--- src/logic/irq_prio_pkg.sv ---
/*
 Constants shared by the interrupt priority controller: register byte
 offsets, reset values, vector addresses and the level encoding.
 Assumes a 32-bit AXI4-Lite register bus with one register per word.
*/
`default_nettype none

package irq_prio_pkg;

    localparam int NUM_SRC = 16;

    // Register byte offsets.
    localparam logic [7:0] BASE_ENABLE_OFS = 8'h00;
    localparam logic [7:0] BASE_PRIO_OFS   = 8'h04;
    localparam logic [7:0] EXT_ENABLE_OFS  = 8'h08;
    localparam logic [7:0] EXT_PRIO_OFS    = 8'h0c;
    localparam logic [7:0] PF_ENABLE_OFS   = 8'h10;
    localparam logic [7:0] EVT_STATUS_OFS  = 8'h14;
    localparam logic [7:0] EVT_MASK_OFS    = 8'h18;
    localparam logic [7:0] STATE_OFS       = 8'h1c;

    // Reset values.
    localparam logic [7:0] REG8_RESET = 8'h00;
    localparam logic [2:0] EVT_RESET  = 3'h0;

    // Field positions.
    localparam int GLOBAL_EN_BIT = 7;
    localparam int EVT_TAKEN     = 0;
    localparam int EVT_PF_TAKEN  = 1;
    localparam int EVT_PREEMPT   = 2;

    // Vector per natural priority, index 0 is natural priority 1.
    localparam logic [15:0][7:0] VECTORS = {
        8'h7b, 8'h73, 8'h6b, 8'h63, 8'h5b, 8'h53, 8'h4b, 8'h43,
        8'h3b, 8'h2b, 8'h23, 8'h1b, 8'h13, 8'h0b, 8'h03, 8'h33};

    localparam logic [1:0] RESP_OKAY   = 2'h0;
    localparam logic [1:0] RESP_SLVERR = 2'h2;

    typedef enum logic [1:0] {LVL_LOW, LVL_HIGH, LVL_PF} level_t;

endpackage : irq_prio_pkg

`default_nettype wire

--- src/logic/irq_prio.sv ---
/*
 Sixteen source interrupt priority and vectoring controller with an
 AXI4-Lite register slave. Assumes synchronous source flags held by
 their peripherals until software clears them there, and a core that
 pulses irq_ack when it takes the offered vector and reti on return.
*/
`timescale 1ns/1ns
`default_nettype none

module irq_prio (
    input  wire logic        aclk,
    input  wire logic        aresetn,
    input  wire logic        ce,
    input  wire logic [7:0]  s_awaddr,
    input  wire logic        s_awvalid,
    output var  logic        s_awready,
    input  wire logic [31:0] s_wdata,
    input  wire logic [3:0]  s_wstrb,
    input  wire logic        s_wvalid,
    output var  logic        s_wready,
    output var  logic [1:0]  s_bresp,
    output var  logic        s_bvalid,
    input  wire logic        s_bready,
    input  wire logic [7:0]  s_araddr,
    input  wire logic        s_arvalid,
    output var  logic        s_arready,
    output var  logic [31:0] s_rdata,
    output var  logic [1:0]  s_rresp,
    output var  logic        s_rvalid,
    input  wire logic        s_rready,
    input  wire logic        power_fail_irq,
    input  wire logic        external_irq_a,
    input  wire logic        timer_a_overflow,
    input  wire logic        external_irq_b,
    input  wire logic        timer_b_overflow,
    input  wire logic        uart_tx_done,
    input  wire logic        uart_rx_done,
    input  wire logic        timer_c_overflow,
    input  wire logic [7:0]  activity_flags,
    input  wire logic [7:0]  two_wire_a_control_reg,
    input  wire logic        conversion_done_irq,
    input  wire logic [7:0]  two_wire_b_control_reg,
    input  wire logic        keyboard_buffer_irq,
    input  wire logic [7:0]  pm_buffer_a_status_reg,
    input  wire logic [7:0]  key_detect_flags,
    input  wire logic        watchdog_tick_irq,
    input  wire logic [7:0]  pm_buffer_b_status_reg,
    input  wire logic        irq_ack,
    input  wire logic        reti,
    output var  logic        irq_request,
    output var  logic [7:0]  irq_vector,
    output var  logic [1:0]  irq_level,
    output var  logic        irq_out
);

    typedef struct packed {
        logic                 aw_full;
        logic [7:0]           aw_addr;
        logic                 w_full;
        logic [31:0]          w_data;
        logic                 w_lane0;
        logic                 awready;
        logic                 wready;
        logic                 bvalid;
        logic [1:0]           bresp;
        logic                 arready;
        logic                 rvalid;
        logic [31:0]          rdata;
        logic [1:0]           rresp;
        logic [7:0]           base_en;
        logic [7:0]           base_pri;
        logic [7:0]           ext_en;
        logic [7:0]           ext_pri;
        logic                 pf_en;
        logic [2:0]           status;
        logic [2:0]           mask;
        logic [2:0]           in_svc;
        logic                 req;
        irq_prio_pkg::level_t level;
        logic [7:0]           vector;
        logic                 irq;
    } state_t;

    state_t st;
    state_t next_st;

    logic [15:0] src;
    logic [15:0] en;
    logic [15:0] pri;
    logic [15:0] pend;
    logic [15:0] hi_set;
    logic [15:0] lo_set;
    logic        pf_ok;
    logic        hi_ok;
    logic        lo_ok;
    logic        win_valid;
    logic [3:0]  win_idx;
    irq_prio_pkg::level_t win_lvl;
    logic        take;
    logic        do_wr_seen;

    // Source vector in natural order; bit 0 is natural priority 1.
    assign src = {pm_buffer_b_status_reg[1],
                  watchdog_tick_irq,
                  |key_detect_flags,
                  pm_buffer_a_status_reg[1],
                  keyboard_buffer_irq,
                  two_wire_b_control_reg[4],
                  conversion_done_irq,
                  two_wire_a_control_reg[4],
                  |activity_flags,
                  timer_c_overflow,
                  uart_tx_done | uart_rx_done,
                  timer_b_overflow,
                  external_irq_b,
                  timer_a_overflow,
                  external_irq_a,
                  power_fail_irq};

    // Power fail has no priority bit and ignores the global enable.
    assign en  = {st.ext_en, st.base_en[6:0], st.pf_en};
    assign pri = {st.ext_pri, st.base_pri[6:0], 1'b0};
    assign pend = src & en &
                  {{15{st.base_en[irq_prio_pkg::GLOBAL_EN_BIT]}}, 1'b1};
    assign hi_set = pend & pri;
    assign lo_set = pend & ~pri & 16'hfffe;

    // A level may only interrupt routines of a lower level.
    assign pf_ok = pend[0] & ~st.in_svc[2];
    assign hi_ok = (|hi_set) & ~st.in_svc[2] & ~st.in_svc[1];
    assign lo_ok = (|lo_set) & (st.in_svc == 3'h0);
    assign win_valid = pf_ok | hi_ok | lo_ok;
    assign take = st.req & irq_ack;

    // Fixed order search from the lowest natural priority upward so
    // that the smallest index is left standing.
    always_comb begin
        win_idx = 4'h0;
        win_lvl = irq_prio_pkg::LVL_LOW;
        if (pf_ok) begin
            win_lvl = irq_prio_pkg::LVL_PF;
        end else if (hi_ok) begin
            win_lvl = irq_prio_pkg::LVL_HIGH;
            for (int i = 15; i >= 1; i--) begin
                if (hi_set[i]) begin
                    win_idx = 4'(i);
                end
            end
        end else begin
            for (int i = 15; i >= 1; i--) begin
                if (lo_set[i]) begin
                    win_idx = 4'(i);
                end
            end
        end
    end

    // Bus, register and sequencing logic in one next-state process.
    always_comb begin
        logic do_wr;
        logic do_rd;
        logic [2:0] evt;
        logic [2:0] clr;
        logic [7:0] wa;
        next_st = st;
        do_wr = 1'b0;
        do_rd = 1'b0;
        evt = 3'h0;
        clr = 3'h0;
        wa = st.aw_addr;
        // Address and data are latched independently, in any order.
        if (s_awvalid && st.awready) begin
            next_st.aw_full = 1'b1;
            next_st.aw_addr = s_awaddr;
        end
        if (s_wvalid && st.wready) begin
            next_st.w_full = 1'b1;
            next_st.w_data = s_wdata;
            next_st.w_lane0 = s_wstrb[0];
        end
        do_wr = st.aw_full && st.w_full && !st.bvalid;
        if (do_wr) begin
            next_st.aw_full = 1'b0;
            next_st.w_full = 1'b0;
            next_st.bvalid = 1'b1;
            next_st.bresp = irq_prio_pkg::RESP_OKAY;
            if (st.w_lane0) begin
                case (wa)
                    irq_prio_pkg::BASE_ENABLE_OFS:
                        next_st.base_en = st.w_data[7:0];
                    irq_prio_pkg::BASE_PRIO_OFS:
                        next_st.base_pri = st.w_data[7:0];
                    irq_prio_pkg::EXT_ENABLE_OFS:
                        next_st.ext_en = st.w_data[7:0];
                    irq_prio_pkg::EXT_PRIO_OFS:
                        next_st.ext_pri = st.w_data[7:0];
                    irq_prio_pkg::PF_ENABLE_OFS:
                        next_st.pf_en = st.w_data[0];
                    irq_prio_pkg::EVT_MASK_OFS:
                        next_st.mask = st.w_data[2:0];
                    irq_prio_pkg::EVT_STATUS_OFS,
                    irq_prio_pkg::STATE_OFS: begin
                    end
                    default:
                        next_st.bresp = irq_prio_pkg::RESP_SLVERR;
                endcase
            end
        end else if (st.bvalid && s_bready) begin
            next_st.bvalid = 1'b0;
        end
        next_st.awready = !next_st.aw_full;
        next_st.wready = !next_st.w_full;
        // Reads answer one cycle after the address is taken.
        do_rd = s_arvalid && st.arready;
        if (do_rd) begin
            next_st.rvalid = 1'b1;
            next_st.rresp = irq_prio_pkg::RESP_OKAY;
            next_st.rdata = 32'h0;
            case (s_araddr)
                irq_prio_pkg::BASE_ENABLE_OFS:
                    next_st.rdata[7:0] = st.base_en;
                irq_prio_pkg::BASE_PRIO_OFS:
                    next_st.rdata[7:0] = st.base_pri;
                irq_prio_pkg::EXT_ENABLE_OFS:
                    next_st.rdata[7:0] = st.ext_en;
                irq_prio_pkg::EXT_PRIO_OFS:
                    next_st.rdata[7:0] = st.ext_pri;
                irq_prio_pkg::PF_ENABLE_OFS:
                    next_st.rdata[0] = st.pf_en;
                irq_prio_pkg::EVT_STATUS_OFS: begin
                    next_st.rdata[2:0] = st.status;
                    clr = st.status;
                end
                irq_prio_pkg::EVT_MASK_OFS:
                    next_st.rdata[2:0] = st.mask;
                irq_prio_pkg::STATE_OFS:
                    next_st.rdata = {st.vector, 5'h0, st.in_svc,
                                     pend};
                default:
                    next_st.rresp = irq_prio_pkg::RESP_SLVERR;
            endcase
        end else if (st.rvalid && s_rready) begin
            next_st.rvalid = 1'b0;
        end
        next_st.arready = !next_st.rvalid;
        // The core taking a vector marks its level in service.
        if (take) begin
            next_st.in_svc[st.level] = 1'b1;
            evt[irq_prio_pkg::EVT_TAKEN] = 1'b1;
            evt[irq_prio_pkg::EVT_PF_TAKEN] =
                (st.level == irq_prio_pkg::LVL_PF);
            evt[irq_prio_pkg::EVT_PREEMPT] = st.in_svc[0] &&
                (st.level == irq_prio_pkg::LVL_HIGH);
        end else if (reti) begin
            // Return retires the highest level in service.
            if (st.in_svc[2]) begin
                next_st.in_svc[2] = 1'b0;
            end else if (st.in_svc[1]) begin
                next_st.in_svc[1] = 1'b0;
            end else begin
                next_st.in_svc[0] = 1'b0;
            end
        end
        // The offer drops for one cycle after a take so that the new
        // in-service state is seen before the next choice.
        next_st.req = win_valid && !take;
        if (win_valid && !take) begin
            next_st.level = win_lvl;
            next_st.vector = irq_prio_pkg::VECTORS[win_idx];
        end
        // A new event wins over a read clear in the same cycle.
        next_st.status = (st.status & ~clr) | evt;
        next_st.irq = |(next_st.status & next_st.mask);
    end

    // Single register stage for all state; ce freezes everything except reset.
    always_ff @(posedge aclk) begin
        if (!aresetn) begin
            st <= '0;
            st.base_en <= irq_prio_pkg::REG8_RESET;
            st.status <= irq_prio_pkg::EVT_RESET;
        end else if (ce) begin
            st <= next_st;
        end
    end

    assign s_awready   = st.awready;
    assign s_wready    = st.wready;
    assign s_bvalid    = st.bvalid;
    assign s_bresp     = st.bresp;
    assign s_arready   = st.arready;
    assign s_rvalid    = st.rvalid;
    assign s_rdata     = st.rdata;
    assign s_rresp     = st.rresp;
    assign irq_request = st.req;
    assign irq_vector  = st.vector;
    assign irq_level   = st.level;
    assign irq_out     = st.irq;

    // Mirrors the write strobe of the next-state process for wr_resp_a.
    assign do_wr_seen = st.aw_full && st.w_full && !st.bvalid;
endmodule : irq_prio

`default_nettype wire

--- config.mk ---
export PLATFORM = sky130hd
export DESIGN_NAME = irq_prio
export DESIGN_NICKNAME = d
export VERILOG_FILES = /design/src/logic/irq_prio_pkg.sv /design/src/logic/irq_prio.sv
export SDC_FILE = /design/constraint.sdc
export NUM_CORES = 1
export LEC_CHECK = 0
export BUFFER_PORTS_ARGS = -buffer_cell sky130_fd_sc_hd__buf_2
export CORE_ASPECT_RATIO = 1.75
export CORE_UTILIZATION = 28
export CTS_CLUSTER_DIAMETER = 150
export DETAILED_ROUTE_END_ITERATION = 7
export PLACE_DENSITY = 0.47
export SYNTH_ARGS = -nofsm -noshare
export SYNTH_HDL_FRONTEND = slang
export SYNTH_SLANG_ARGS = --single-unit
--- constraint.sdc ---
create_clock -name aclk -period 6.9 [get_ports aclk]
set_clock_uncertainty 0.1 [all_clocks]
set_input_delay 0 -clock aclk [delete_from_list [all_inputs] [get_ports aclk]]
set_output_delay 0 -clock aclk [all_outputs]
set_load 0.05 [all_outputs]
* Yosys cells after proc, flatten, opt, wreduce, memory -nomap -nowiden
Memory sizes are Yosys's and may differ from the RTL's. A register that Yosys moved wholly into a read port is not among the register bits.
Index checks and enable logic that the tools add are counted.
** Cells by class
- Add/sub/neg operators :: 0
- Div/mod/pow operators :: 0
- Equal/unequal tests :: 18
- Mux-type cells :: 61
- Multiply operators :: 0
- Bitwise logic cells :: 20
- Magnitude comparators :: 2
- Shift-type cells :: 0
- Reductions and logical operators :: 42
** Operators by type and width (count)
- 2-to-1 mux 4 bit :: 32
- bitwise AND 16 bit :: 4
- equality test 8 x 5 -> 1 bit (second input constant) :: 8
- 2-to-1 mux 34 bit :: 1
- equality test 8 x 4 -> 1 bit (second input constant) :: 4
- OR reduction 8 bit :: 4
- one-hot mux 5 bit (5 select lines) :: 1
- 2-to-1 mux 24 bit :: 1
- 2-to-1 mux 3 bit :: 8
- AND reduction 4 bit :: 6
- equality test 8 x 3 -> 1 bit (second input constant) :: 2
- logical NOT 8 bit :: 2
- inverter 16 bit :: 1
- OR reduction 16 bit :: 1
- OR reduction 15 bit :: 1
- one-hot mux 2 bit (7 select lines) :: 1
- AND reduction 2 bit :: 7
- logical AND 1 bit :: 10
- 2-to-1 mux 2 bit :: 5
- 2-to-1 mux 1 bit :: 9
- 2-to-1 mux 9 bit :: 1
- one-hot mux 1 bit (8 select lines) :: 1
- bitwise AND 3 bit :: 2
- logical NOT 1 bit :: 6
- other kinds (15) :: 25
** Storage, ports and cells
- Word-level logic and storage cells :: 170
- Flip-flop bits (word level) :: 130
- Output and inout port bits :: 53
- ROM bits :: 128
- Memory bits (writable) :: 0
- Bits in latches :: 0
- Memories kept :: 1
** Memories
- (name not given) :: depth 16, width 8, read ports 1, clocked after memory_dff 1, wr ports 0, RTL line irq_prio.sv:269 : next_st.vector = irq_prio_pkg::VECTORS[win_idx];

* Longest topological paths before layout
Gate-level depths: netlist (run 1).
- Depth after elaboration :: 21
- Mapped depth :: 14
- Gate-level depth less buffers :: 12

* Worst setup path after synthesis (run 1)
No wires, ideal clock.
- Path type :: reg-to-reg
- Start :: reg st[53] (netlist name)
- End :: reg irq_vector[4] (netlist name)
- Data arrival time :: 2.399 ns
- Stages on the path, launching flop included :: 13
- Path buffers :: 1
- Data required time :: 6.681 ns
- Setup time :: 0.119 ns
- Path slack :: 4.281 ns
- Clock period less this slack :: 2.619 ns
- Cell sequence :: dfxtp_1 > buf_2 > nand4_1 > nand4_1 > or3_1 > o32ai_1 > o21ai_1 > o21ai_1 > nand2_1 > ha_1 > nor2b_1 > a31oi_1 > a21oi_1
** On the way
- Word-level cells in the longest chain between the ends :: 19
- Elaborated cells between the ends (all ways) :: 44
** Ends and longest elaborated chain
- from (decl) :: RTL line irq_prio.sv:84 : state_t st;
- from (signal assigned) :: RTL line irq_prio.sv:283 : st <= next_st;
- bitwise AND 16 bit * :: RTL line irq_prio.sv:123 : assign pend = src & en &
- bitwise AND 16 bit, on equally long branches :: RTL line irq_prio.sv:126, irq_prio.sv:125
- 2-to-1 mux 4 bit, on equally long branches (15 in series) :: RTL line irq_prio.sv:151, irq_prio.sv:145
- 2-to-1 mux 4 bit :: RTL line irq_prio.sv:142 : end else if (hi_ok) begin
- 2-to-1 mux 4 bit :: RTL line irq_prio.sv:140 : if (pf_ok) begin
Every way passes the cells marked *; elsewhere a longest branch is shown, timed or not.
A chain may end at the register's enable or synchronous reset.

* Worst setup path after layout (run 1)
- Start :: in s_araddr[0]
- End :: reg st, in the netlist s_rdata[5]
** On the way
- Word-level cells in the longest chain between the ends :: 2
- Elaborated cells between the ends (all ways) :: 6
** Ends and longest elaborated chain
- from (decl) :: RTL line irq_prio.sv:24 : input wire logic [7:0] s_araddr,
- equality test 8 x 5 -> 1 bit (tied with other cells) :: RTL line irq_prio.sv:219 : case (s_araddr)
- one-hot mux 5 bit (5 select lines) * :: RTL line irq_prio.sv:219
Marked as above.

==> qor.csv, run 1 <==
metric,value,unit
status,"complete, no violations",
slowest_delay,600,ps
relSlewSlack,0.3108,
nFillCells,2083,
vias,5028,
start_kind,input port,
worst_slack,3480,ps
cpMaxStageDelayCell,or4_1,
pre_cts_ws,3753,ps
crit_type,in2reg,
core,19200,µm²
ys_types,69,
die_x,107.9,µm
cts.reportedPaths.clkPinSlew,70,ps
numCtsBuffers,9,
viasPerCell,5.023,
cts_tree,yes,
power_leakage,2.706,nW
die_h,187.3,µm
grt_pass1_wl,26790,µm
cts_num_sinks,101,
postRouteAntennaNets,0,
dpl.cell_count,941,
initial_utilization,0.2863,
fmax,292.4,MHz
track_usage,0.1741,
cts_root_buf,clkbuf_16,
maxCapViolations,0,
fin_tns_setup,0,ps
area_growth,21.10,%
path_cells,buf_2 -> or4_1 -> nor2_1 -> and4_1 -> and2_1 -> o211ai_1 -> dlygate4sd3_1 -> a21oi_1 -> dlygate4sd3_1,
dp_hpwl,12490,µm
grt_overflow,0,
place_congestion,0.8237,
min_path_type,in2reg,
slew_viol_final,0,
fin_cells,1001,
synth_top_cells_by_area,"dfxtp_1 37%, mux2i_1 8.2%, buf_4 6.4%",
setup_viol_count_final,0,
drt_wl_total,16900,µm
rows,67,
yosysSeqAreaShare,0.3679,
syn_avg_cell_area,8.303,µm²
synth_top_area_frac,0.3679,
endpoint_kind,flop,
drt-wirelength-per-cell,16.88,µm
worstPathArrival,3610,ps
final_nets,879,
cts_htree_levels,3,
async_flop_share,0,
antenna_found_initial,1,
synthCells,662,
path_buf_inv,3,
clock_latency,350,ps
synth_edf_count,0,
ys.flop_type,dfxtp_1,
drive_gt1_frac,0.2071,
drt-pass1-iter-count,4,
syn-cell-area,5497,µm²
ys_warn_count,0,
yosys-top-cells-count,"101 x dfxtp_1, 89 x nand2_1, 74 x nor2_1, 61 x a21oi_1, 47 x buf_4",
drt_iter0_drc,281,
synth-seq-cells,101,
min_period,3420,ps
critPathMaxFanout,12,
grt_max_degree,92,
io_pins,174,
ir_drop,0.1303,mV
cts_buffer_depth,2,
first_global_vias,4976,
drc,0,
final-hold-violation-count,0,
cp.required,7090,ps
min_period_over_period,0.4956,
worstMarginPinSlew,1031,ps
rsz0062_at_grt,false,
cts_resized,0,
yosysMostFrequentCell,dfxtp_1,
dieArea,20220,µm²
path_common_cell,dlygate4sd3_1,
power_density,190.0,nW/µm²
critical_path.top_delay_family,simple AND/OR/NAND/NOR gates,
port_buffers,107,
synth_top_cell_by_area,dfxtp_1,
==> layout make-up <==
class,count,area (µm²),area share
multi-input cells,475,2969,0.4461
flip-flops and latches,101,2022,0.3038
repair buffers,154,996.0,0.1496
well taps,241,301.5,0.04530
clock buffers,10,229.0,0.03440
clock inverters,5,85.08,0.01278
inverters,13,48.80,0.007331
diodes,2,5.005,0.0007519
==> logic make-up (layout without fill, tap and decap cells) <==
logic type	count (synthesis)	in the layout	share of synthesized area
multiplexers	52	52	0.1106
other	1	13	0.0006822
AND/OR/NAND/NOR	274	274	0.2477
buffers and inverters	96	182	0.1002
AO/OA/AOI/OAI	134	134	0.1639
adder cells (fa/ha/maj)	4	4	0.009106
flip-flops	101	101	0.3679
==> power breakdown <==
part | total, mW | leakage, nW | switching, mW | internal [mW]
sequential | 0.597 | 0.816 | 0.00726 | 0.590
clock | 0.551 | 0.154 | 0.232 | 0.319
combinational | 0.117 | 1.74 | 0.0737 | 0.0429
total | 1.26 | 2.71 | 0.313 | 0.952
==> sequential cells by signal (all words and copies together) (netlist names) <==
register / flops
st: 30
s_rdata: 24
en: 16
pri: 15
irq_vector: 5
irq_level: 2
irq_out: 1
irq_request: 1
s_arready: 1
s_awready: 1
s_bresp: 1
s_bvalid: 1
s_rresp: 1
s_rvalid: 1
s_wready: 1
==> per-stage QoR <==
| step | util | area [µm²] | hold WS [ps] | power, mW |
|---|---|---|---|---|
| finish | 0.3467 | 6656 | 42.01 | 1.265 |
| global route | 0.3465 | 6651 | 74.92 | 1.313 |
| CTS | 0.3465 | 6651 | 34.66 | 1.280 |
| detailed placement | 0.3077 | 5907 | 150.1 | 0.7116 |
| global placement | 0.3077 | 5907 | 144.8 | 0.7108 |
| floorplan | - | 5534 | 35.96 | 0.6774 |
==> final timing paths <==
kind	depth (start not counted)	slack [ps]	start	endpoint
worst max-delay path	9	3480	s_araddr[0]	s_rdata[5]
worst min-delay path	5	40	power_fail_irq	irq_level[1]
worst max register to register	12	3730	st[53]	irq_vector[4]
worst min register to register	2	350	s_rdata[17]	s_rdata[17]
==> worst reg2reg max path, delay by kind of cell (launching register included) <==
kind	cells	cell delay [ps]
DFF	1	310
and+or+nand+nor	5	1060
adders and majority gates	1	300
buffers and inverters	1	240
AOI/OAI and AO/OA	5	1050
==> layer usage <==
layer  up-vias  part of all wire  GRT usage
li1       2506                 -          -
met1      2377              0.40     0.1927
met2       122              0.54     0.3230
met3        23             0.033    0.02474
met4         0             0.026    0.07218
met5         -                 0          0
==> cell usage in the layout, fill, tap and decap left out, drive strengths merged, types with 3 or more instances in the layout <==
master / n
a221oi: 3
or4: 4
a21oi: 62
o211ai: 4
nand2: 89
nand4b: 7
nand3: 25
ha: 4
nor2: 75
o21bai: 5
or2: 4
dfxtp: 101
dlygate4sd3: 43
nor3: 15
o21ai: 20
o211a: 3
and4b: 4
mux2i: 45
nand4: 23
inv: 14
nand3b: 4
mux4: 7
a211oi: 7
or3: 4
a32oi: 5
buf: 111
a31oi: 6
and4: 4
clkbuf: 10
and3: 4
conb: 11
==> what timing repair did <==
action                    4_1_cts  5_1_grt
hold endpoints to repair       42        0
hold buffers                   43        0
buffers inserted                0        0
Note: power is estimated with default switching activity, not from simulation.
==> run 2: changes to the inputs <==
PLACE_DENSITY = 0.49   (was 0.47)
clock period = 3 ns   (was 6.9 ns; I/O delays follow)
==> qor.csv, run 2 (synthesis gave the netlist of run 1 again) <==
metric,value,unit
status,"complete, no violations",
cts_tree,yes,
dieArea,20220,µm²
rows,67,
numCtsBuffers,9,
clock_latency,360,ps
power_leakage,2.905,nW
utilization,0.3634,
cts_num_sinks,101,
min_period_over_period,0.9475,
vias,5200,
drive_gt1_frac,0.2509,
first_global_vias,5065,
timing.reg2reg.setup_slack,160,ps
grt_max_degree,55,
total_power,2.985,mW
die_x,107.9,µm
hold_ws,15.32,ps
antenna_found_initial,3,
min_path_type,in2reg,
rsz0062_at_grt,false,
nFillCells,2019,
crit_type,reg2reg,
drc,0,
ir_drop,0.1968,mV
drt_wl_total,17260,µm
die_h,187.3,µm
min_period,2842,ps
core,19200,µm²
place_congestion,0.8586,
cp.required,3130,ps
endpoint_kind,flop,
fin_tns_setup,0,ps
min_from,s_araddr[1],
maxCapViolations,0,
critPathMaxFanout,17,
postRouteAntennaNets,0,
area_growth,26.93,%
start_kind,flop,
register_area,2022,µm²
port_buffers,107,
multiInputGateArea,2988,µm²
viasPerCell,5.019,
final_common_cell,buf_2,
cts_root_buf,clkbuf_16,
worstRegToRegCells,14,
power_density,427.8,nW/µm²
dp_hpwl,13480,µm
cts.reportedPaths.clkPinSlew,70,ps
regMostFlops,st,
setup_viol_count_final,0,
drt-wirelength-per-cell,16.66,µm
final_nets,914,
initial_utilization,0.2863,
r2r_start,st[53],
slew_viol_final,0,
drt-pass1-iter-count,6,
mostFrequentLayoutCells,"107 x buf_2, 101 x dfxtp_1, 89 x nand2_1",
final-hold-violation-count,0,
io_pins,174,
grt_overflow,0,
worstMarginPinSlew,642.2,ps
cts_htree_levels,3,
worstPathArrival,2970,ps
cp-startpoint,st[53],
track_usage,0.1764,
grt_pass1_wl,26740,µm
holdPathStages,4,
drt_iter0_drc,175,
relSlewSlack,0.5658,
fmax,351.8,MHz
largest_reg_flops,30,
cts_buffer_depth,2,
## run 2: cell type report
class / instances / share of cell area
Multi-Input combinational cell: 475 / 0.4283
Sequential cell: 101 / 0.2898
Timing Repair Buffer: 189 / 0.1826
Tap cell: 241 / 0.04322
Clock buffer: 9 / 0.03228
Clock inverter: 6 / 0.01614
Inverter: 13 / 0.006994
Antenna cell: 2 / 0.0007174
## run 2: worst paths after layout
| path | endpoint |
|---|---|
| max reg2reg | irq_vector[3] |
| max | irq_vector[3] |
| min | s_rresp[1] |
| min reg2reg | s_rdata[14] |
## run 2: layer usage
| metal | part of all wire | GRT usage | vias to the layer above |
|---|---|---|---|
| met4 | 0.046 | 0.1017 | 2 |
| met2 | 0.53 | 0.3230 | 137 |
| met1 | 0.38 | 0.1823 | 2452 |
| li1 | - | - | 2572 |
| met3 | 0.037 | 0.03310 | 37 |
| met5 | 0.00058 | 0 | - |
## run 2: metrics by stage
step	cells	worst slack (ps)	cell area, µm²
detailed placement	978	52.22	6205
floorplan	672	381.4	5534
CTS	1032	38.22	6933
global route	1035	0.9170	6974
global placement	978	109.1	6205
finish	1036	157.6	6977
## run 2: what timing repair did
action,in CTS,in global routing
hold endpoints to repair,40,0
hold buffers,39,0
buffers inserted,0,2
resized for setup,0,3
endpoints found under the setup margin,0,3
## run 2: report_power, final
group	switching (mW)	total (mW)	internal, mW
sequential	0.0176	1.38	1.36
combinational	0.169	0.271	0.102
clock	0.526	1.34	0.812
## run 2: critical path, cell delays in order, from the launching register on
cell	delay [ps]
dfxtp_1	340
buf_4	190
nand4_1	120
nand4_1	130
or3_4	440
o211a_1	280
o41ai_1	90
o21ai_1	150
nand2_1	120
buf_4	130
inv_1	40
ha_1	170
and2_2	170
o221ai_2	170
a21oi_2	60
==> run 3: changes to the inputs <==
CORE_ASPECT_RATIO = default   (was 1.75)
==> qor.csv, run 3 (synthesis gave the netlist of run 1 again) <==
metric,value,unit
status,"complete, no violations",
use_met1,0.2283,
power_density,407.3,nW/µm²
hold_ws,4.502,ps
place_congestion,0.9437,
fin_tns_setup,0,ps
io_pins,174,
start_kind,flop,
slew_viol_final,0,
postRouteAntennaNets,0,
fmax,353.3,MHz
cts_tree,yes,
die_h,142.1,µm
n_antenna_cell,0,
first_global_vias,4827,
use_met2,0.2773,
initial_utilization,0.2900,
cp.required,3100,ps
relSlewSlack,0.3371,
multiInputGateArea,2977,µm²
drive_gt1_frac,0.2649,
busiest_layer,met2,
stdcell_area,7046,µm²
cts_buffer_depth,2,
vias,5196,
ir_drop,0.2410,mV
rows,50,
min_period_over_period,0.9435,
grt_use_met3,0.03567,
die_x,142.1,µm
min_path_type,in2reg,
endpoint_kind,flop,
final_nets,929,
track_usage,0.1703,
total_power,2.869,mW
cts_htree_levels,3,
rsz0062_at_grt,false,
dieArea,20200,µm²
drc,0,
core,18960,µm²
grt_max_degree,54,
regMostFlops,st,
cts_root_buf,clkbuf_16,
area_growth,28.18,%
antenna_found_initial,0,
drt-pass1-iter-count,5,
maxCapViolations,0,
viasPerCell,4.865,
largest_reg_flops,30,
dpl_cell_area,6324,µm²
crit_type,reg2reg,
min_period,2831,ps
nFillCells,2002,
mostFrequentLayoutCells,"107 x buf_2, 100 x dfxtp_1, 89 x nand2_1",
drt-wirelength-per-cell,15.61,µm
critPathMaxFanout,15,
port_buffers,107,
final_common_cell,buf_2,
worstMarginPinSlew,992.9,ps
drt_iter0_drc,259,
numCtsBuffers,9,
register_area,2026,µm²
clock_latency,360,ps
power_leakage,2.962,nW
grt_overflow,0,
dp_hpwl,12710,µm
worstPathArrival,2930,ps
cts_num_sinks,101,
cts.reportedPaths.clkPinSlew,70,ps
grt_pass1_wl,26240,µm
drt_wl_total,16680,µm
setup_viol_count_final,0,
final-hold-violation-count,0,
[run 3: cell types whose count changed in the layout (fill, tap and decap cells not counted), moves of 2 or more]
cell / before / now
buf_4: 41 / 57
buf_12: 2 / 0
bufinv_16: 3 / 1
clkinv_4: 2 / 0
diode_2: 2 / 0
inv_6: 0 / 2
[run 3: area by class of cell]
type                            count  share of cell area
Multi-Input combinational cell    475              0.4225
Sequential cell                   101              0.2875
Timing Repair Buffer              204              0.1936
Tap cell                          260             0.04617
Clock buffer                       10             0.03392
Clock inverter                      5            0.009412
Inverter                           13            0.006926
[run 3: what timing repair did]
item	in CTS	in global routing
buffers inserted	0	0
hold buffers	40	0
endpoints found under the hold margin	41	0
endpoints found under the setup margin	0	5
gates resized for setup	0	4
[run 3: layer usage]
layer | share of wire | vias to the layer above | wire (µm)
li1 | - | 2601 | -
met1 | 0.47 | 2425 | 7897
met2 | 0.47 | 157 | 7869
met5 | 0 | - | 0
met4 | 0.010 | 0 | 167
met3 | 0.044 | 13 | 741
[run 3: where the power goes]
group	total, mW	switching (mW)	internal, mW	leakage (nW)
registers	1.37	0.0179	1.36	0.817
logic	0.267	0.166	0.101	2.00
clock network	1.23	0.550	0.678	0.147
total	2.87	0.735	2.13	2.96
[run 3: per-stage QoR]
step	utilization	cells	setup slack, ps
finish	0.3717	1068	169.4
global route	0.3717	1068	22.19
CTS	0.3708	1068	16.41
detailed placement	0.3336	1013	42.14
global placement	0.3336	1013	51.20
floorplan	-	672	381.4
[run 3: path summary, 6_finish.rpt]
check	endpoint	cells past startpoint	start	slack (ps)
worst max-delay path	irq_vector[3]	14	st[53]	170
worst max register to register	irq_vector[3]	14	st[53]	170
worst min-delay path	s_bvalid	3	ce	5
worst min register to register	s_rdata[18]	2	s_rdata[18]	350
[run 3: critical path, stage by stage (launching register included)]
cell,delay [ps]
dfxtp_4,400
nand3_1,100
a21oi_1,80
buf_4,160
or3_1,410
buf_4,170
o211a_1,250
o41ai_1,90
o21ai_1,150
nand2_1,130
inv_1,50
ha_1,180
and2_2,170
o221ai_2,160
a21oi_2,60
